===== config.mk =====
export PLATFORM = sky130hd
export DESIGN_NAME = tap_cfg_ctrl
export DESIGN_NICKNAME = d
export VERILOG_FILES = /design/src/tap_cfg_ctrl.v
export VERILOG_INCLUDE_DIRS = /design/src /design/src/src
export SDC_FILE = /design/constraint.sdc
export NUM_CORES = 1
export LEC_CHECK = 0
export BUFFER_PORTS_ARGS = -buffer_cell sky130_fd_sc_hd__buf_2
export CAP_MARGIN = 10
export CORE_MARGIN = 2
export CORE_UTILIZATION = 50
export CTS_CLUSTER_SIZE = 28
export DETAILED_ROUTE_END_ITERATION = 8
export PLACE_DENSITY = 0.8
export SLEW_MARGIN = 20
export SYNTH_ARGS = -nofsm -noshare
export SYNTH_HDL_FRONTEND = slang
export SYNTH_SLANG_ARGS = --single-unit

===== constraint.sdc =====
create_clock -name ref_clk -period 3.1 [get_ports ref_clk]
set_input_delay 0.465 -clock ref_clk [delete_from_list [all_inputs] [get_ports ref_clk]]
set_output_delay 0.465 -clock ref_clk [all_outputs]
set_load 0.02 [all_outputs]

===== src/tap_cfg_defs.vh =====
`ifndef TAP_CFG_DEFS_VH
`define TAP_CFG_DEFS_VH

// ----------------------------------------------------------------
// Instruction codes
// ----------------------------------------------------------------
`define IR_WIDTH          8
`define IR_EXT_DRIVE      8'h00
`define IR_ID_READ        8'h01
`define IR_INT_DRIVE      8'h02
`define IR_SAMPLE         8'h03
`define IR_BYPASS         8'hFF
`define IR_USER_READ      8'hFD
`define IR_FLOAT          8'hFC
`define IR_HOLD           8'hFA
// Programming command codes (in-system programming set)
`define IR_ISP_ENABLE     8'hE8
`define IR_ISP_PROGRAM    8'hEA
`define IR_ISP_ERASE      8'hED
`define IR_ISP_DISABLE    8'hC0
`define IR_ISP_SWITCH     8'hF0

// ----------------------------------------------------------------
// Tap states (one-hot, 16 states)
// ----------------------------------------------------------------
`define TS_RESET          16'h0001
`define TS_IDLE           16'h0002
`define TS_SEL_DR         16'h0004
`define TS_CAP_DR         16'h0008
`define TS_SHIFT_DR       16'h0010
`define TS_EXIT1_DR       16'h0020
`define TS_PAUSE_DR       16'h0040
`define TS_EXIT2_DR       16'h0080
`define TS_UPD_DR         16'h0100
`define TS_SEL_IR         16'h0200
`define TS_CAP_IR         16'h0400
`define TS_SHIFT_IR       16'h0800
`define TS_EXIT1_IR       16'h1000
`define TS_PAUSE_IR       16'h2000
`define TS_EXIT2_IR       16'h4000
`define TS_UPD_IR         16'h8000

// ----------------------------------------------------------------
// Timing
// ----------------------------------------------------------------
`define CLK_PERIOD_NS     50
`define SWITCH_MIN_US     50
`define SWITCH_MAX_US     100
`define SWITCH_CYCLES     ((`SWITCH_MIN_US * 1000 + `CLK_PERIOD_NS - 1) / `CLK_PERIOD_NS)
`define TCK_MAX_MHZ       66

`endif


===== src/tap_cfg_ctrl.v =====
// Behaviour
// - All-zero instruction drives boundary cell contents onto output pins.
// - Code 03 captures pin input values into boundary cells, pins stay normal.
// - Code FF puts the one-bit bypass register between data in and out.
// - Code 02 feeds boundary cell values to core inputs instead of pins.
// - Code FC floats every output driver while selected.
// - Code FA freezes outputs at values held when it took effect.
// - Test clock limit is 66 MHz; sampling on the 20 MHz reference clock supports far less.
// - Programming command set is decoded alongside the test instructions.
// - New pattern may be written while loaded pattern keeps running.
// - During pattern switch-over pins float with weak pull-up, 50-100 us.
// - Every pin stays disabled until power-up has completed.
// - Power-up copies stored configuration into volatile cells first.
// - After power-up each pin of a programmed device takes its configured direction.
// - Stay quiescent until core supply good is asserted.
// - Quiescent: test port off, outputs off with pull-ups, core held.
// - Leaving quiescence initialises user registers, ready without delay.
// - Erased device: outputs off with pull-ups, test port enabled.
// - Programmed device: pins as configured, test port enabled.
`include "tap_cfg_defs.vh"
`timescale 1ns/1ps
`default_nettype none

module tap_cfg_ctrl #(
	parameter         NPINS      = 8,
	parameter         CFG_WORDS  = 16,
	parameter         CFG_W      = 32,
	parameter         SWITCH_CYC = `SWITCH_CYCLES,
	parameter [31:0]  ID_VALUE   = 32'h0000_1001 // Arbitrary identity value
) (
	// Clock and reset
	input  wire               ref_clk,
	input  wire               rst_n,
	// Power sequencing
	input  wire               core_supply_good,
	output reg                por_done_q,
	output reg                device_programmed_q,
	output reg                user_reset_q,
	output reg                core_enable_q,
	// Test port pins
	input  wire               tck,
	input  wire               tms,
	input  wire               tdi,
	output reg                tdo_q,
	output reg                tdo_oe_q,
	// Pin side of boundary
	input  wire [NPINS-1:0]   pin_in,
	output reg  [NPINS-1:0]   pin_out_q,
	output reg  [NPINS-1:0]   pin_oe_q,
	output reg  [NPINS-1:0]   pin_pullup_q,
	// Core side of boundary
	input  wire [NPINS-1:0]   core_out,
	input  wire [NPINS-1:0]   core_oe,
	output reg  [NPINS-1:0]   core_in_q,
	// Nonvolatile store
	output reg  [3:0]         nv_addr_q,
	input  wire [CFG_W-1:0]   nv_rdata,
	output reg                nv_we_q,
	output reg  [CFG_W-1:0]   nv_wdata_q,
	// Loaded configuration view
	output reg  [NPINS-1:0]   cfg_pin_is_out_q,
	output reg                live_reprogram_q
);

	// ----------------------------------------------------------------
	// Pin synchronisers
	// ----------------------------------------------------------------
	reg [3:0] sync1_q;
	reg [3:0] sync2_q;
	reg       tck_prev_q;
	// Two flops per pin; the first stage feeds no logic, and tck has a third flop for edge detection
	always @(posedge ref_clk) begin
		if (!rst_n) begin
			sync1_q    <= 4'h0;
			sync2_q    <= 4'h0;
			tck_prev_q <= 1'b0;
		end else begin
			sync1_q    <= {core_supply_good, tdi, tms, tck};
			sync2_q    <= sync1_q;
			tck_prev_q <= sync2_q[0];
		end
	end
	wire tck_s   = sync2_q[0];
	wire tms_s   = sync2_q[1];
	wire tdi_s   = sync2_q[2];
	wire supply_s = sync2_q[3];
	// Sampling 20 MHz limits usable test clock far below 66 MHz
	wire tck_rise = tck_s & ~tck_prev_q;
	wire tck_fall = ~tck_s & tck_prev_q;

	// ----------------------------------------------------------------
	// Power-up sequencer
	// ----------------------------------------------------------------
	localparam [4:0] PS_QUIET = 5'h01;
	localparam [4:0] PS_LOAD  = 5'h02;
	localparam [4:0] PS_RUN   = 5'h04;
	localparam [4:0] PS_SWAP  = 5'h08;
	localparam [4:0] PS_INIT  = 5'h10;

	reg [4:0]        pstate_q;
	reg [15:0]       swap_cnt_q;
	reg [CFG_W-1:0]  cfg_mem [0:CFG_WORDS-1];
	reg [CFG_W-1:0]  usercode_q;
	reg              tap_enable_q;
	reg              swap_req_q;
	reg              swap_ack_q;
	wire             erased = (usercode_q == {CFG_W{1'b1}});

	always @(posedge ref_clk) begin
		if (!rst_n) begin
			pstate_q            <= PS_QUIET;
			nv_addr_q           <= 4'h0;
			swap_cnt_q          <= 16'h0000;
			por_done_q          <= 1'b0;
			tap_enable_q        <= 1'b0;
			core_enable_q       <= 1'b0;
			user_reset_q        <= 1'b1;
			device_programmed_q <= 1'b0;
			usercode_q          <= {CFG_W{1'b1}};
			cfg_pin_is_out_q    <= {NPINS{1'b0}};
			swap_ack_q          <= 1'b0;
		end else begin
			swap_ack_q <= 1'b0;
			case (pstate_q)
			PS_QUIET: begin
				// Test port, core and pins held off
				tap_enable_q  <= 1'b0;
				core_enable_q <= 1'b0;
				user_reset_q  <= 1'b1;
				nv_addr_q     <= 4'h0;
				if (supply_s)
					pstate_q <= PS_LOAD;
			end
			PS_LOAD: begin
				// Copy nonvolatile words into volatile cells
				cfg_mem[nv_addr_q] <= nv_rdata;
				nv_addr_q          <= nv_addr_q + 4'h1;
				if (nv_addr_q == 4'h0)
					usercode_q <= nv_rdata;
				if (nv_addr_q == 4'h1)
					cfg_pin_is_out_q <= nv_rdata[NPINS-1:0];
				if (nv_addr_q == CFG_WORDS[3:0] - 4'h1)
					pstate_q <= PS_INIT;
			end
			PS_INIT: begin
				// Release user register reset held through the load, then run
				user_reset_q        <= 1'b0;
				por_done_q          <= 1'b1;
				tap_enable_q        <= 1'b1;
				device_programmed_q <= ~erased;
				core_enable_q       <= ~erased;
				pstate_q            <= PS_RUN;
			end
			PS_RUN: begin
				// Store address follows the programming pointer while running
				nv_addr_q <= prog_addr_q;
				if (swap_req_q) begin
					swap_ack_q    <= 1'b1;
					swap_cnt_q    <= 16'h0000;
					core_enable_q <= 1'b0;
					nv_addr_q     <= 4'h0;
					pstate_q      <= PS_SWAP;
				end
			end
			PS_SWAP: begin
				// Pins float for the switch-over time, then reload
				swap_cnt_q <= swap_cnt_q + 16'h0001;
				if (swap_cnt_q == SWITCH_CYC[15:0] - 16'h0001) begin
					user_reset_q <= 1'b1;
					pstate_q     <= PS_LOAD;
				end
			end
			default: pstate_q <= PS_QUIET;
			endcase
			// Supply loss drops state, power-up flag, port and core at once, not one state later; programmed flag and config kept
			if (!supply_s) begin
				pstate_q      <= PS_QUIET;
				por_done_q    <= 1'b0;
				tap_enable_q  <= 1'b0;
				core_enable_q <= 1'b0;
				user_reset_q  <= 1'b1;
			end
		end
	end
	wire swapping = (pstate_q == PS_SWAP) | ((pstate_q == PS_LOAD) & por_done_q) | live_reprogram_q;

	// ----------------------------------------------------------------
	// Tap controller
	// ----------------------------------------------------------------
	reg [15:0]        ts_q;
	reg [15:0]        ts_d;
	reg [`IR_WIDTH-1:0] ir_sh_q;
	reg [`IR_WIDTH-1:0] ir_q;
	reg [CFG_W-1:0]   dr_q;
	reg [NPINS-1:0]   bsr_q;
	reg [NPINS-1:0]   bsr_upd_q;
	reg [NPINS-1:0]   hold_out_q;
	reg [NPINS-1:0]   hold_oe_q;
	reg               isp_en_q;
	reg [3:0]         prog_addr_q;

	// Next tap state from tms
	always @* begin
		case (ts_q)
		`TS_RESET:    ts_d = tms_s ? `TS_RESET   : `TS_IDLE;
		`TS_IDLE:     ts_d = tms_s ? `TS_SEL_DR  : `TS_IDLE;
		`TS_SEL_DR:   ts_d = tms_s ? `TS_SEL_IR  : `TS_CAP_DR;
		`TS_CAP_DR:   ts_d = tms_s ? `TS_EXIT1_DR : `TS_SHIFT_DR;
		`TS_SHIFT_DR: ts_d = tms_s ? `TS_EXIT1_DR : `TS_SHIFT_DR;
		`TS_EXIT1_DR: ts_d = tms_s ? `TS_UPD_DR  : `TS_PAUSE_DR;
		`TS_PAUSE_DR: ts_d = tms_s ? `TS_EXIT2_DR : `TS_PAUSE_DR;
		`TS_EXIT2_DR: ts_d = tms_s ? `TS_UPD_DR  : `TS_SHIFT_DR;
		`TS_UPD_DR:   ts_d = tms_s ? `TS_SEL_DR  : `TS_IDLE;
		`TS_SEL_IR:   ts_d = tms_s ? `TS_RESET   : `TS_CAP_IR;
		`TS_CAP_IR:   ts_d = tms_s ? `TS_EXIT1_IR : `TS_SHIFT_IR;
		`TS_SHIFT_IR: ts_d = tms_s ? `TS_EXIT1_IR : `TS_SHIFT_IR;
		`TS_EXIT1_IR: ts_d = tms_s ? `TS_UPD_IR  : `TS_PAUSE_IR;
		`TS_PAUSE_IR: ts_d = tms_s ? `TS_EXIT2_IR : `TS_PAUSE_IR;
		`TS_EXIT2_IR: ts_d = tms_s ? `TS_UPD_IR  : `TS_SHIFT_IR;
		`TS_UPD_IR:   ts_d = tms_s ? `TS_SEL_DR  : `TS_IDLE;
		default:      ts_d = `TS_RESET;
		endcase
	end

	// Decode of the active instruction
	wire i_ext   = (ir_q == `IR_EXT_DRIVE);
	wire i_samp  = (ir_q == `IR_SAMPLE);
	wire i_int   = (ir_q == `IR_INT_DRIVE);
	wire i_float = (ir_q == `IR_FLOAT);
	wire i_hold  = (ir_q == `IR_HOLD);
	wire i_id    = (ir_q == `IR_ID_READ);
	wire i_user  = (ir_q == `IR_USER_READ);
	wire i_ispen = (ir_q == `IR_ISP_ENABLE);
	wire i_prog  = (ir_q == `IR_ISP_PROGRAM);
	wire i_erase = (ir_q == `IR_ISP_ERASE);
	wire i_ispdis = (ir_q == `IR_ISP_DISABLE);
	wire i_swap  = (ir_q == `IR_ISP_SWITCH);
	wire i_bsr   = i_ext | i_samp | i_int;
	wire i_wide  = i_id | i_user | i_prog;
	// Anything else, including all-ones, is bypass
	wire i_byp   = ~(i_bsr | i_wide | i_float | i_hold | i_ispen | i_erase | i_ispdis | i_swap);

	wire tap_step = tap_enable_q & tck_rise;
	// Bypass uses only bit 0, so it is a single-bit path
	wire dr_tail  = i_bsr ? bsr_q[0] : dr_q[0];

	// Tap state, shift registers and updates on test clock rise
	always @(posedge ref_clk) begin
		if (!rst_n || !tap_enable_q) begin
			ts_q        <= `TS_RESET;
			ir_sh_q     <= 8'h00;
			ir_q        <= `IR_ID_READ;
			dr_q        <= {CFG_W{1'b0}};
			bsr_q       <= {NPINS{1'b0}};
			bsr_upd_q   <= {NPINS{1'b0}};
			isp_en_q    <= 1'b0;
			prog_addr_q <= 4'h0;
			nv_we_q     <= 1'b0;
			nv_wdata_q  <= {CFG_W{1'b0}};
			swap_req_q  <= 1'b0;
			live_reprogram_q <= 1'b0;
		end else begin
			nv_we_q <= 1'b0;
			if (swap_ack_q)
				swap_req_q <= 1'b0;
			if (tap_step) begin
				ts_q <= ts_d;
				case (ts_q)
				`TS_RESET:    ir_q <= `IR_ID_READ;
				`TS_CAP_IR:   ir_sh_q <= 8'h01;
				`TS_SHIFT_IR: ir_sh_q <= {tdi_s, ir_sh_q[7:1]};
				`TS_UPD_IR: begin
					ir_q <= ir_sh_q;
					if (ir_sh_q == `IR_ISP_ENABLE) begin
						isp_en_q    <= 1'b1;
						prog_addr_q <= 4'h0;
					end
				end
				`TS_CAP_DR: begin
					if (i_bsr)
						bsr_q <= i_int ? core_out : pin_in;
					else if (i_id)
						dr_q <= ID_VALUE[CFG_W-1:0];
					else if (i_user)
						dr_q <= usercode_q;
					else
						dr_q <= {CFG_W{1'b0}};
				end
				`TS_SHIFT_DR: begin
					if (i_bsr)
						bsr_q <= {tdi_s, bsr_q[NPINS-1:1]};
					else if (i_wide)
						dr_q <= {tdi_s, dr_q[CFG_W-1:1]};
					else
						dr_q <= {dr_q[CFG_W-1:1], tdi_s};
				end
				`TS_UPD_DR: begin
					if (i_bsr)
						bsr_upd_q <= bsr_q;
					// Writing the store leaves the running pattern alone
					if (i_prog && isp_en_q) begin
						nv_we_q     <= 1'b1;
						nv_wdata_q  <= dr_q;
						prog_addr_q <= prog_addr_q + 4'h1;
					end
					if (i_erase && isp_en_q) begin
						nv_we_q    <= 1'b1;
						nv_wdata_q <= {CFG_W{1'b1}};
					end
				end
				`TS_IDLE: begin
					if (i_ispdis)
						isp_en_q <= 1'b0;
					if (i_swap && isp_en_q && !swap_req_q) begin
						swap_req_q       <= 1'b1;
						live_reprogram_q <= 1'b1;
					end
				end
				default: ;
				endcase
			end
			if (pstate_q == PS_INIT)
				live_reprogram_q <= 1'b0;
		end
	end

	// Serial out changes on test clock fall
	always @(posedge ref_clk) begin
		if (!rst_n || !tap_enable_q) begin
			tdo_q    <= 1'b0;
			tdo_oe_q <= 1'b0;
		end else if (tck_fall) begin
			tdo_oe_q <= (ts_q == `TS_SHIFT_DR) | (ts_q == `TS_SHIFT_IR);
			tdo_q    <= (ts_q == `TS_SHIFT_IR) ? ir_sh_q[0] : dr_tail;
		end
	end

	// ----------------------------------------------------------------
	// Pin and core-input muxing
	// ----------------------------------------------------------------
	// Synced supply gates pins directly so they float on the first cycle of loss
	wire run_io = por_done_q & core_enable_q & ~swapping & supply_s;
	// Follows the pins every cycle outside the hold instruction, frozen while it is active
	always @(posedge ref_clk) begin
		if (!rst_n) begin
			hold_out_q <= {NPINS{1'b0}};
			hold_oe_q  <= {NPINS{1'b0}};
		end else if (!i_hold) begin
			hold_out_q <= pin_out_q;
			hold_oe_q  <= pin_oe_q;
		end
	end

	always @(posedge ref_clk) begin
		if (!rst_n) begin
			pin_out_q    <= {NPINS{1'b0}};
			pin_oe_q     <= {NPINS{1'b0}};
			pin_pullup_q <= {NPINS{1'b1}};
			core_in_q    <= {NPINS{1'b0}};
		end else if (!run_io) begin
			// Quiescent, erased or switching: float with pull-up
			pin_out_q    <= {NPINS{1'b0}};
			pin_oe_q     <= {NPINS{1'b0}};
			pin_pullup_q <= {NPINS{1'b1}};
			core_in_q    <= {NPINS{1'b0}};
		end else begin
			pin_pullup_q <= ~cfg_pin_is_out_q;
			core_in_q    <= i_int ? bsr_upd_q : pin_in;
			if (i_ext) begin
				pin_out_q <= bsr_upd_q;
				pin_oe_q  <= cfg_pin_is_out_q;
			end else if (i_float) begin
				pin_oe_q  <= {NPINS{1'b0}};
			end else if (i_hold) begin
				pin_out_q <= hold_out_q;
				pin_oe_q  <= hold_oe_q;
			end else begin
				pin_out_q <= core_out;
				pin_oe_q  <= core_oe & cfg_pin_is_out_q;
			end
		end
	end

endmodule

`default_nettype wire


-- Yosys cells after proc, flatten, opt, wreduce, memory -nomap -nowiden
Cells that the tools add are included.
- output and inout port bits: 84
- ROM bits: 0
- RAM bits: 0
- memories kept: 0
- word-level logic and storage cells: 215
- latch bits: 0
- input bits: 62
- register bits after elaboration: 250
- shift operators: 0
- add/sub/neg operators: 3
- div/mod/pow operators: 0
- bitwise operators: 22
- equality and inequality tests: 48
- multiply operators: 0
- magnitude comparators: 0
- multiplexer cells: 62
- reduce and logical (&&, ||, !) cells: 45
- operators with widths (kind ; number):
    $mux 32 ; 7
    $pmux 16 s12 ; 1
    $mux 8 ; 11
    $eq 8x8->1 const B ; 8
    $pmux 32 s2 ; 1
    $mux 16 ; 3
    $pmux 8 s2 ; 3
    $eq 16x10->1 const B ; 2
    $eq 32x32->1 const B ; 1
    $pmux 16 s2 ; 1
    $pmux 5 s5 ; 1
    $ne 2x2->1 const B ; 12
    $reduce_and 2->1 ; 10
    $mux 9 ; 2
    $add 16x1->16 const B ; 1
    $eq 16x1->1 const B ; 1
    $eq 16x11->1 const B ; 1
    $eq 16x12->1 const B ; 1
    $eq 16x13->1 const B ; 1
    $eq 16x14->1 const B ; 1
    $eq 16x15->1 const B ; 1
    $eq 16x16->1 const B ; 1
    $eq 16x2->1 const B ; 1
    $eq 16x3->1 const B ; 1
    47 further kinds ; 107

-- Logic depth before layout (Yosys ltp)
Gate-level depths: netlist (run 1).
- word-level depth: 8
- gate-level depth with buffers: 10
- gate-level depth less buffers: 7

-- Worst setup path before layout (run 1)
Ideal clock, no wire load.
- path kind: register -> register
- from: reg ts_q[12]
- to: reg dr_q[10]
- buffers on the path: 3
- required time: 2.959 ns
- cell stages (with the launch flop): 10
- path slack: 0.593 ns
- arrival time: 2.366 ns
- clock period less this slack: 2.507 ns
- setup time: 0.141 ns
- path through: dfxtp_1 buf_4 or4_1 or4_1 buf_4 a31oi_4 o21ai_2 buf_6 a221oi_2 nor3_2
- word-level cells in the longest chain between the ends: 3
- elaborated cells between the ends (all ways): 8
- those cells by class: 5 x eq/ne; 1 x mux; 2 x reduce/logical
- ends and longest elaborated chain (item ; line ; text):
    start, declared ; tap_cfg_ctrl.v:190 ; reg [15:0] ts_q;
    start signal, assigned ; tap_cfg_ctrl.v:250 ; ts_q <= `TS_RESET;
    start signal, assigned ; tap_cfg_ctrl.v:267 ; ts_q <= ts_d;
    $eq 16x5->1 / $eq 16x4->1 (equally long branches) ; tap_cfg_ctrl.v:268 ; case (ts_q)
    $ne 2x2->1 (no source line) / $reduce_bool 2->1 (equally long branches) ; n/a ;
    $reduce_and 5->1 (no source line) ; n/a ;
    end signal, assigned ; tap_cfg_ctrl.v:283 ; dr_q <= ID_VALUE[CFG_W-1:0];
    end signal, assigned ; tap_cfg_ctrl.v:285 ; dr_q <= usercode_q;
    end signal, assigned ; tap_cfg_ctrl.v:287 ; dr_q <= {CFG_W{1'b0}};
    end, declared ; tap_cfg_ctrl.v:194 ; reg [CFG_W-1:0] dr_q;
Parallel ways exist; a longest one is shown, timed or not.
A chain may end at the register's enable or synchronous reset.

-- Worst setup path after layout (run 1)
- from: reg ts_q[0]
- to: reg dr_q[10]
The elaborated chain is that of the path after synthesis.

==> results summary, run 1 <==
The flow ran to the end, and the final reports show no timing, DRC or antenna violations. The largest net degree at the start of global routing is 49. The minimum clock period after layout came out at 2.867 ns. The clock latency at the later pin of the worst-skew pair is 0.53 ns. After clock tree synthesis, the flow added hold-fix buffers numbering 0. The library cell with the largest summed area after synthesis is dfxtp_1.

The kind of critical path is reg -> reg. The post-synth net total is 1329. The clock tree from TritonCTS is done. The worst reg-to-reg setup slack came out at 0.23 ns. The fraction of final layout cells sized beyond drive strength 1 is 0.2160. For the worst flop-to-flop path, the logic depth is 6. In the synthesized netlist, the cells that appear most often are 250 x dfxtp_1, 210 x nand2_1, 184 x nor2_1. The endpoint identified for the worst register-to-register timing path is dr_q[10]$_SDFFE_PP0P_. Excluding fillers, the count of instances in the completed layout stands at 1678. The count of nets left with antenna violations once routing finished came out at 0. The post-detailed-routing wire length is 28.32 mm. From bottom edge to top edge, the die measures 150.2 um. The sequential fraction of design power came out at 0.486.

Counting flops and latches in the post-synthesis netlist gives 250. In this run the cell area of the synthesized design comes to 10690 sq um. The number of endpoints with negative hold slack in the final report came out at 0. The final cycle utilization of the critical path came out at 0.9247. The first global-routing pass estimated 45.35 mm of wire.

Detailed placement finished with a half-perimeter wire length of 19.43 mm. The port buffer count came out at 145. In this run the power density over the cells is 528.0 nW/um^2. For this run, asynchronously set or reset flops after synthesis account for 0. Along the worst path, the maximum fanout reaches 30. The number of slew-limit violations in the final report came out at 0. The worst slack at placement is 0.2813 ns.

After the first detailed-routing iteration, the DRC count stood at 797. The mean instance size in the synthesized netlist came out at 8.467 sq um. The distinct cell type count of the synthesized netlist is 70. The routed layout has 9725 vias. Based on the critical path, the design can be clocked at up to 348.8 MHz. The max-slew headroom at the worst pin is 0.2759. In the detailed route, the total length drawn on met2 is 13.22 mm.

The all-layer global routing usage is 0.2448. After technology mapping, the gate count stands at 1262. The initial utilization of the core area, before any placement, comes to 0.5083. STA classifies the critical path startpoint as a register.

The TritonCTS sink count is 250. The layout overhead on the synthesized area came out at 17.66%. Yosys attributes the largest share of cell area to dfxtp_1 47%, nand2_1 7.4%, nor2_1 6.5%, a221oi_2 4.2%, a21oi_1 3.7%.

The sum of overflow across all layers after global routing came out at 0. Across the routed clock network, the largest skew measured is 0.01062 ns. The startpoint of the tightest hold check path is nv_rdata[23]. The worst register-to-register path begins at ts_q[0]$_SDFFE_PP1P_. The proportion of synthesized chip area in sequential cells is 0.4684. Data arrives at the worst endpoint at 3.32 ns.

In this run the worst setup path begins at ts_q[0]$_SDFFE_PP1P_. The antenna diode count is 0. The number of ports placed on the die boundary came out at 146. The path class of the tightest hold or removal check is in -> reg. Setup repair after global routing left no endpoint under its margin. In the final routed layout, each cell accounts on average for 16.88 um. The top metal layer carrying routed signals is met4. The worst ir drop on vdd is 0.0004268 V.

The die covers 22560 sq um. The clock group share of total power came out at 0.498. The number of instances in the placed design came out at 1631. The die width is 150.2 um. The core region is 21020 sq um. The max-capacitance violation count came out at 0. The nature of the critical path endpoint is a register. The final weighted congestion in routability-driven placement came out at 0.9020. The post-detailed-route via-to-cell ratio came out at 5.796. The number of iterations in the first detailed-routing pass came out at 5.

The analysis attributes to net switching a power of 0.001326 W. The dominant register cell in the synthesized netlist is dfxtp_1. The leakage power summed over all cells came out at 5.145 nW. The number of warnings issued by yosys came out at 0.

Clock tree synthesis selected as its root buffer the cell clkbuf_16. Once the clock tree was built, the resizer swapped 0 gates to a different size. The number of global-route vias before repair came out at 9076.

The portion of total power attributed to combinational logic is 0.016. Setup violations remaining at the end of the flow were counted as 0. The count of flip-flops with a built-in enable after synthesis is 0. The post-CTS setup buffer count came out at 0. The final net count is 1451. Among all cell types in the netlist, the one instantiated most often is dfxtp_1. The required time at the worst-slack endpoint came out at 3.55 ns. The switching share of power came out at 0.1997. The initial antenna violation count is 0.

Counting along the longest clock path gives a buffer depth of 3. The proportion of netlist area held by the largest area contributor is 0.4684. The remaining design rule violation count came out at 0. Across all hold checks on the routed design, the worst slack comes to 0.1467 ns. The cell-internal power came out at 0.005313 W. In the final routing, the length of wire on met1 measures 12.70 mm. Summed over all failing endpoints, the final setup total negative slack is 0 ns. TritonCTS created 26 clock buffers. The worst path setup slack after routing came out at 0.2333 ns.

CTS built an H-tree with a depth of 1. The register clock-pin slew on the reported worst setup and hold paths is 0.06 ns. The critical path ends at dr_q[10]$_SDFFE_PP0P_. The slew at the pin closest to its max-slew limit came out at 1.084 ns. The floorplan has 53 rows.

The total length of routed met3 wires is 1.798 mm.
-- cell families after synthesis --
logic type	count (synthesis)	synth area share
buffers and inverters	92	0.03946
xor gates and xnor gates	13	0.01066
DFF	250	0.4684
and+or+nand+nor	646	0.2958
muxes	14	0.01358
adders and majority gates	5	0.005855
AOI/OAI and AO/OA	242	0.1663
-- registers in the layout (all words and copies together) (netlist names), 16 cells and up --
signal / cells
usercode_q: 32
nv_wdata_q: 32
dr_q: 32
swap_cnt_q: 16
ts_q: 16
-- worst max-delay path, stage by stage, from the launching register on --
cell	delay, ns
dfxtp_1	0.35
or4_1	0.68
or4_1	0.64
a31oi_4	0.26
buf_4	0.51
a221oi_2	0.17
nor3_2	0.17
-- how the worst min path moves through the flow --
| stage | cells after the start | slack [ns] | endpoint |
|---|---|---|---|
| floorplan | 1 | 0.38 | pstate_q[0]$_SDFFE_PN1P_ |
| global placement | 1 | 0.39 | pstate_q[0]$_SDFFE_PN1P_ |
| detailed placement | 1 | 0.40 | pstate_q[0]$_SDFFE_PN1P_ |
| CTS | 3 | 0.14 | usercode_q[11]$_SDFFE_PN1P_ |
| global route | 2 | 0.14 | sync1_q[3]$_SDFF_PN0_ |
| finish | 3 | 0.15 | usercode_q[23]$_SDFFE_PN1P_ |
-- placed cells by master (no fill, tap or decap), types with 6 or more instances in the layout --
cell and instances:
or3_1 6, nand2b_1 10, nor2_1 183, or4_1 14
nor3_2 33, buf_2 145, nand2_1 209, nand4_1 20
dfxtp_1 250, nor3_1 23, a221oi_1 11, inv_1 8
a22o_1 9, xor2_1 8, nor4_1 15, clkbuf_16 27
mux2i_1 10, a221oi_2 30, a22oi_1 14, nor4b_1 6
a21oi_1 79, a32oi_1 7, and3_1 6, clkbuf_1 7
a31oi_1 13, o21ai_0 50, and2_1 14, buf_4 32
nand3_1 70
-- through the flow --
step	util	total power, W	area, sq um
floorplan	-	0.003340	10690
CTS	0.5978	0.006673	12570
global route	0.5981	0.006831	12570
global placement	0.5543	0.003403	11650
finish	0.5981	0.006638	12570
detailed placement	0.5543	0.003402	11650
-- cell type report --
class | instances | area [sq um]
Sequential cell | 250 | 5005
Fill cell | 1774 | 8449
Timing Repair Buffer | 178 | 985.9
Clock inverter | 8 | 143.9
Inverter | 8 | 30.03
Clock buffer | 39 | 770.7
Tap cell | 275 | 344.1
Multi-Input combinational cell | 920 | 5293
-- power groups by stage --
| stage | clock network [W] | logic (W) | registers (W) |
|---|---|---|---|
| final | 0.00331 | 0.000105 | 0.00323 |
| after detailed placement | 0 | 0.000103 | 0.00330 |
| after CTS | 0.00334 | 0.000104 | 0.00323 |
| after floorplan | 0 | 0.0000454 | 0.00329 |
| after global routing | 0.00349 | 0.000114 | 0.00323 |
| after global placement | 0 | 0.000104 | 0.00330 |
-- per-layer routing --
metal	global-route usage	up-vias
li1	-	4718
met1	0.3359	4642
met2	0.4007	315
met3	0.03606	50
met4	0.07358	0
met5	0	-
(Power assumes the default switching activity.)
==> run 2, diff against run 1 <==
--- a/config.mk
+++ b/config.mk
@@ -12,6 +12,7 @@
 export CORE_UTILIZATION = 50
 export CTS_CLUSTER_SIZE = 28
 export DETAILED_ROUTE_END_ITERATION = 8
+export MAX_ROUTING_LAYER = met4
 export PLACE_DENSITY = 0.8
 export SLEW_MARGIN = 20
 export SYNTH_ARGS = -nofsm -noshare
==> results summary, run 2 (synthesis gave the netlist of run 1 again) <==
The net switching component of the power is 0.001304 W (-1.6%). The TritonCTS sink count is 250 (unchanged). The die area came out at 22560 sq um (unchanged). The slew at the pin closest to its max-slew limit is 1.216 ns (+0.1329 ns).

The max-capacitance violation count is 0 (unchanged). The worst slack at placement came to 0.2814 ns (+0.0001070 ns). The port buffer count came out at 145 (unchanged). The core utilization of the finished layout came out at 0.5935 (-0.004524).

The number of iterations in the first detailed-routing pass is 5 (unchanged). The remaining design rule violation count is 0 (unchanged). The number of DRC markers after the initial detailed-route iteration came to 734 (-7.9%). The worst hold-check path type is in -> reg. The number of hold buffers added after CTS came out at 0 (unchanged). In this run the worst setup path terminates at dr_q[28]$_SDFFE_PP0P_. The standard-cell row count came to 53 (unchanged). The worst ir drop on vdd came out at 0.0004989 V (+17%). The total setup violations reported at the end of the flow is 0 (unchanged). The post-detailed-route via-to-cell ratio is 5.800 (about the same).

The number of buffers created by CTS came to 25 (-3.8%). The post-detailed-route wirelength per cell is 17.09 um (+1.2%). The startpoint of the most critical register-to-register path is ts_q[0]$_SDFFE_PP1P_. The buffer levels on the longest clock path is 3 (unchanged).

The routing usage on met3 is 0.03152 (-0.004545). TritonCTS built the clock tree. Setup repair after global routing left no endpoint under its margin.

The number of gates resized after cts is 0 (unchanged). The depth of the most critical reg-to-reg path was 6 (unchanged). The count of filler cells inserted in the layout is 1822 (+2.7%). The required time at the worst-slack endpoint came out at 3.53 ns (-0.02 ns). The largest registers in the layout are dr_q: 32 flops, nv_wdata_q: 32 flops, usercode_q: 32 flops. The number of vias after detailed routing is 9715 (-0.10%). The initial core utilization is 0.5083 (unchanged). The global-route met1 utilization was 0.3385 (+0.002556).

The switching share of power is 0.2043 (+0.004572). The flip-flop and latch area came out at 5005 sq um (unchanged). The portion of total power attributed to combinational logic is 0.017 (about the same). The number of global-route vias before repair is 9232 (+1.7%).

The clock tree root buffer cell is clkbuf_16. Compared with the post-synthesis result, the final layout area differs by 16.77%. In this run the critical register-to-register path is captured at dr_q[28]$_SDFFE_PP0P_. The fraction of final layout cells sized beyond drive strength 1 came to 0.2150 (-0.0009658). The post-CTS setup buffer count came out at 0 (unchanged).

The max-slew headroom at the worst pin is 0.1776 (-0.09831). The antenna diode count is 0 (unchanged). The worst setup path is captured at a register.

In this run the most used layer during global routing was met2. The met2 usage is 0.4073 (+0.006621). The final net count was 1449 (-0.14%). The largest net degree at the start of global routing is 49 (unchanged). The category of the worst setup path launch point is a register.

The floorplan core area is 21020 sq um (unchanged). The number of ports placed on the die boundary came out at 146 (unchanged). The detailed placer's ending HPWL came out at 19.42 mm (about the same). The initial antenna violation count was 0 (unchanged).

The number of levels in the clock H-tree was 1 (unchanged). The worst path setup slack after routing was 0.2242 ns (-0.009146 ns). The worst path arrival time is 3.31 ns (about the same). The power per cell area came out at 511.6 nW/um^2 (-3.1%). The highest attainable clock frequency came out at 347.7 MHz (-0.32%). The leakage power summed over all cells is 5.102 nW (-0.84%). The flow ran to the end, and the final reports show no timing, DRC or antenna violations. The most critical setup path has its startpoint at ts_q[0]$_SDFFE_PP1P_.

The number of endpoints with negative hold slack in the final report was 0 (unchanged). The area of combinational cells with multiple inputs came out at 5286 sq um (-0.12%). The number of slew-limit violations in the final report came out at 0 (unchanged). The register clock-pin slew on the reported worst setup and hold paths came out at 0.06 ns (about the same).

The clock skew is 0.01086 ns (+0.0002373 ns). The all-layer global routing usage is 0.2544 (+0.009595). The number of antenna-violating nets in the routed design came out at 0 (unchanged). The chip height came out at 150.2 um (unchanged). The clock group share of total power is 0.478 (-0.020). The finished layout cell area was 12480 sq um (-0.76%).

The post-route total power is 0.006384 W (-3.8%). The minimum clock period after layout came to 2.876 ns (+0.009146 ns). The first-pass GRT wire length is 45.72 mm (+0.81%).

The worst reg-to-reg setup slack came out at 0.22 ns (about the same). The cell-internal power came out at 0.005080 W (-4.4%). The final weighted congestion in routability-driven placement is 0.9247 (+2.5%).

The sequential fraction of design power is 0.506 (+0.020). The critical path in this run is classified as reg -> reg. The placed cell area was 11640 sq um (about the same). The die width came out at 150.2 um (unchanged).

The highest net fanout along the worst path is 30 (unchanged). The sum of overflow across all layers after global routing is 0 (unchanged). The most common cell after layout, fill and taps aside is dfxtp_1.

The top cell types in the final layout, fill and taps aside, are 250 x dfxtp_1, 209 x nand2_1, 183 x nor2_1, 145 x buf_2, 79 x a21oi_1. The final cycle utilization of the critical path is 0.9277 (+0.002950). The final total negative setup slack came to 0 ns (unchanged). The post-detailed-routing wire length is 28.62 mm (+1.1%). The clock latency at the later pin of the worst-skew pair came out at 0.52 ns (about the same).
[run 2: changes by cell type in the layout (fill, tap and decap cells not counted), sizes merged]
cell      before  now
bufinv         4    2
clkinvlp       0    1
inv            9    8
clkinv         3    5
clkbuf        39   37
buf          178  177
[run 2: layout make-up]
class | count | share of cell area
repair buffers | 177 | 0.07842
clock buffers | 37 | 0.05937
well taps | 275 | 0.02758
flip-flops and latches | 250 | 0.4011
multi-input cells | 920 | 0.4237
inverters | 8 | 0.002407
clock inverters | 8 | 0.007421
[run 2: worst min-delay path by stage]
stage	endpoint	start	slack, ns	cells past startpoint
finish	sync1_q[3]$_SDFF_PN0_	core_supply_good	0.16	2
global route	sync1_q[3]$_SDFF_PN0_	core_supply_good	0.16	2
CTS	sync1_q[3]$_SDFF_PN0_	core_supply_good	0.14	2
detailed placement	pstate_q[0]$_SDFFE_PN1P_	sync2_q[3]$_SDFF_PN0_	0.40	1
global placement	pstate_q[0]$_SDFFE_PN1P_	sync2_q[3]$_SDFF_PN0_	0.39	1
floorplan	pstate_q[0]$_SDFFE_PN1P_	sync2_q[3]$_SDFF_PN0_	0.38	1
[run 2: stage by stage]
step           hold slack (ns)  std cells
2_1_floorplan           0.3827       1262
3_3_place_gp            0.3945       1630
3_5_place_dp            0.4040       1630
4_1_cts                 0.1407       1675
5_1_grt                 0.1564       1675
6_report                0.1569       1675
[run 2: power by group through the flow]
| stage | combinational (W) | clock, W | sequential, W |
|---|---|---|---|
| floorplan | 0.0000454 | 0 | 0.00329 |
| global placement | 0.000103 | 0 | 0.00330 |
| detailed placement | 0.000103 | 0 | 0.00330 |
| CTS | 0.000104 | 0.00310 | 0.00323 |
| global route | 0.000115 | 0.00321 | 0.00323 |
| finish | 0.000106 | 0.00305 | 0.00323 |
[run 2: worst max-delay path, cell delays in order, from the launching register on]
cell and delay [ns]:
dfxtp_1 0.35, or4_1 0.68, or4_1 0.64, a31oi_4 0.25
buf_4 0.51, a221oi_2 0.17, nor3_2 0.19
[run 2: per-layer routing]
| metal | vias up | share of wire |
|---|---|---|
| met5 | - | 0 |
| met1 | 4621 | 0.44 |
| met4 | 0 | 0.024 |
| li1 | 4710 | - |
| met3 | 59 | 0.060 |
| met2 | 325 | 0.48 |
==> run 3, diff against run 2 <==
--- a/config.mk
+++ b/config.mk
@@ -8,7 +8,6 @@
 export LEC_CHECK = 0
 export BUFFER_PORTS_ARGS = -buffer_cell sky130_fd_sc_hd__buf_2
 export CAP_MARGIN = 10
-export CORE_MARGIN = 2
 export CORE_UTILIZATION = 50
 export CTS_CLUSTER_SIZE = 28
 export DETAILED_ROUTE_END_ITERATION = 8
==> constraint.sdc (replaced) <==
create_clock -name ref_clk -period 2.66 [get_ports ref_clk]
set_input_delay 0.399 -clock ref_clk [delete_from_list [all_inputs] [get_ports ref_clk]]
set_output_delay 0.399 -clock ref_clk [all_outputs]
set_load 0.02 [all_outputs]
==> results summary, run 3 (synthesis gave the netlist of run 1 again) <==
The floorplan core area was 20960 sq um (-0.32%). The highest net fanout along the worst path came out at 10 (-67%). The initial antenna violation count is 0 (unchanged).

The leakage power summed over all cells is 5.281 nW (+3.5%). The area growth from synthesis to layout is 19.78%. The finished layout cell area is 12800 sq um (+2.6%). The final total negative setup slack came out at 0 ns (unchanged).

The TritonCTS sink count came out at 250 (unchanged). In the final layout, the registers with the most flip-flops are dr_q: 32 flops, nv_wdata_q: 32 flops, usercode_q: 32 flops. The critical path is of the reg -> reg type. The switching share of power came out at 0.2057 (+0.001484). The number of vias after detailed routing was 9891 (+1.8%). The post-detailed-routing wire length is 29.02 mm (+1.4%). The sum of overflow across all layers after global routing came out at 0 (unchanged).

The required time at the worst-slack endpoint came out at 3.06 ns (-0.47 ns). The post-detailed-route wirelength per cell came to 17.04 um (-0.28%). The number of ports placed on the die boundary is 146 (unchanged). TritonCTS built the clock tree. STA classifies the critical path endpoint as a register. The post-detailed-route via-to-cell ratio is 5.808 (+0.14%).

The number of endpoints with negative hold slack in the final report is 0 (unchanged). The number of antenna-violating nets in the routed design came to 0 (unchanged). In the layout the commonest cells are 249 x dfxtp_1, 209 x nand2_1, 183 x nor2_1, 145 x buf_2, 79 x a21oi_1. The die area was 21960 sq um (-2.6%). The max-slew headroom at the worst pin is 0.2886 (+0.1110). The worst path arrival time came to 2.95 ns (-0.36 ns). The register clock-pin slew on the reported worst setup and hold paths came to 0.06 ns (about the same). The fraction of final layout cells sized beyond drive strength 1 is 0.2325 (+0.01749). The slew at the pin closest to its max-slew limit came to 1.065 ns (-0.1519 ns). The power per cell area is 602.6 nW/um^2 (+18%). The chip height came out at 148.2 um (-1.3%). The worst ir drop on vdd is 0.0004583 V (-8.1%). The clock latency at the later pin of the worst-skew pair came out at 0.53 ns (about the same). The cell-internal power is 0.006126 W (+21%). The clock group share of total power was 0.496 (+0.018). The number of iterations in the first detailed-routing pass came out at 7 (+2). CTS placed an instance of clkbuf_16 at the clock tree root. The antenna diode count came out at 0 (unchanged). The number of slew-limit violations in the final report came out at 0 (unchanged). The worst hold-check path type is in -> reg. The highest attainable clock frequency was 392.7 MHz (+13%). The number of global-route vias before repair was 9236 (+0.043%). The final weighted congestion in routability-driven placement is 0.9134 (-1.2%). The all-layer global routing usage came to 0.2665 (+0.01206). The number of DRC markers after the initial detailed-route iteration was 943 (+28%). The worst slack at placement is 0.09114 ns (-0.1903 ns). The count of filler cells inserted in the layout is 1805 (-0.93%).

The port buffer count came to 145 (unchanged). The max-capacitance violation count came out at 0 (unchanged). The remaining design rule violation count is 0 (unchanged).

The clock skew was 0.008527 ns (-0.002329 ns). The initial core utilization came to 0.5099 (+0.001609). The detailed placer's ending HPWL came out at 19.72 mm (+1.5%).

The final net count came out at 1476 (+1.9%). The largest net degree at the start of global routing is 49 (unchanged). The die width came to 148.2 um (-1.3%). The placed cell area came out at 11870 sq um (+1.9%). The standard-cell row count is 53 (unchanged). The buffer levels on the longest clock path is 3 (unchanged). The net switching component of the power was 0.001587 W (+22%).

Leaving out fill and tap cells, the most frequent cell in the layout is dfxtp_1. Setup repair after global routing left no endpoint under its margin. The final cycle utilization of the critical path came out at 0.9573 (+0.02965). The first-pass GRT wire length came out at 46.49 mm (+1.7%). The minimum clock period after layout is 2.547 ns (-0.3293 ns).

The number of levels in the clock H-tree came out at 1 (unchanged). The total setup violations reported at the end of the flow is 0 (unchanged). The flow ran to the end, and the final reports show no timing, DRC or antenna violations. The hold slack was 0.07999 ns (-0.07689 ns). The sequential fraction of design power came out at 0.488 (-0.018). The worst path setup slack after routing came out at 0.1135 ns (-0.1107 ns). The worst setup path is launched from a register. The portion of total power attributed to combinational logic was 0.017 (about the same). The number of buffers created by CTS came out at 26 (+4.0%).
run 3: changes by cell type in the layout (fill, tap and decap cells not counted), moves of 2 or more:
cell / previous run / this run
clkinv_2: 5 / 3
clkinv_4: 0 / 2
clkbuf_16: 25 / 27
buf_12: 1 / 4
buf_4: 31 / 52
run 3: final timing paths:
kind | startpoint | endpoint | slack (ns) | cells past startpoint
hold / removal | nv_rdata[29] | usercode_q[29]$_SDFFE_PN1P_ | 0.08 | 3
setup / recovery | ts_q[4]$_SDFFE_PP0P_ | dr_q[5]$_SDFFE_PP0P_ | 0.11 | 7
hold reg to reg | cfg_pin_is_out_q[0]$_SDFFE_PN0P_ | pin_pullup_q[0]$_SDFF_PN1_ | 0.44 | 1
setup reg to reg | ts_q[4]$_SDFFE_PP0P_ | dr_q[5]$_SDFFE_PP0P_ | 0.11 | 7
run 3: timing repair:
action,in CTS,in global routing
setup endpoints to repair,0,31
resized for setup,0,3
hold buffers,0,0
setup buffers,0,0
run 3: cell type report:
| cell class | instances | area [sq um] | share of cell area |
|---|---|---|---|
| tap | 275 | 344.1 | 0.02688 |
| clock inverter | 10 | 138.9 | 0.01085 |
| multi-input combinational | 921 | 5299 | 0.4140 |
| clock buffer | 37 | 773.2 | 0.06042 |
| sequential | 250 | 5006 | 0.3911 |
| inverter | 8 | 30.03 | 0.002346 |
| timing repair buffer | 202 | 1207 | 0.09434 |
run 3: stage by stage:
stage / instances / util / power (W)
after floorplan: 1262 / - / 0.003893
after CTS: 1702 / 0.6099 / 0.007751
after global placement: 1655 / 0.5664 / 0.003970
after detailed placement: 1655 / 0.5664 / 0.003970
after global routing: 1703 / 0.6108 / 0.007914
final: 1703 / 0.6108 / 0.007713
run 3: critical path, stage by stage, from the launching register on:
cell      delay [ns]
dfxtp_2         0.39
or4b_2          0.64
or4_4           0.46
a31oi_4         0.31
o21ai_4         0.10
buf_4           0.23
a221oi_2        0.23
nor3_2          0.06
run 3: per-layer routing:
metal | wire, um | track usage | up-vias
li1 | - | - | 4768
met1 | 12610 | 0.3460 | 4683
met2 | 13730 | 0.4251 | 379
met3 | 1995 | 0.04202 | 61
met4 | 679 | 0.08351 | 0
met5 | 0 | - | -
run 3: power by group through the flow:
stage / Sequential [W] / Clock [W] / Combinational, W
finish: 0.00376 / 0.00382 / 0.000129
global placement: 0.00384 / 0 / 0.000126
CTS: 0.00376 / 0.00386 / 0.000128
global route: 0.00376 / 0.00402 / 0.000139
floorplan: 0.00384 / 0 / 0.0000529
detailed placement: 0.00384 / 0 / 0.000126
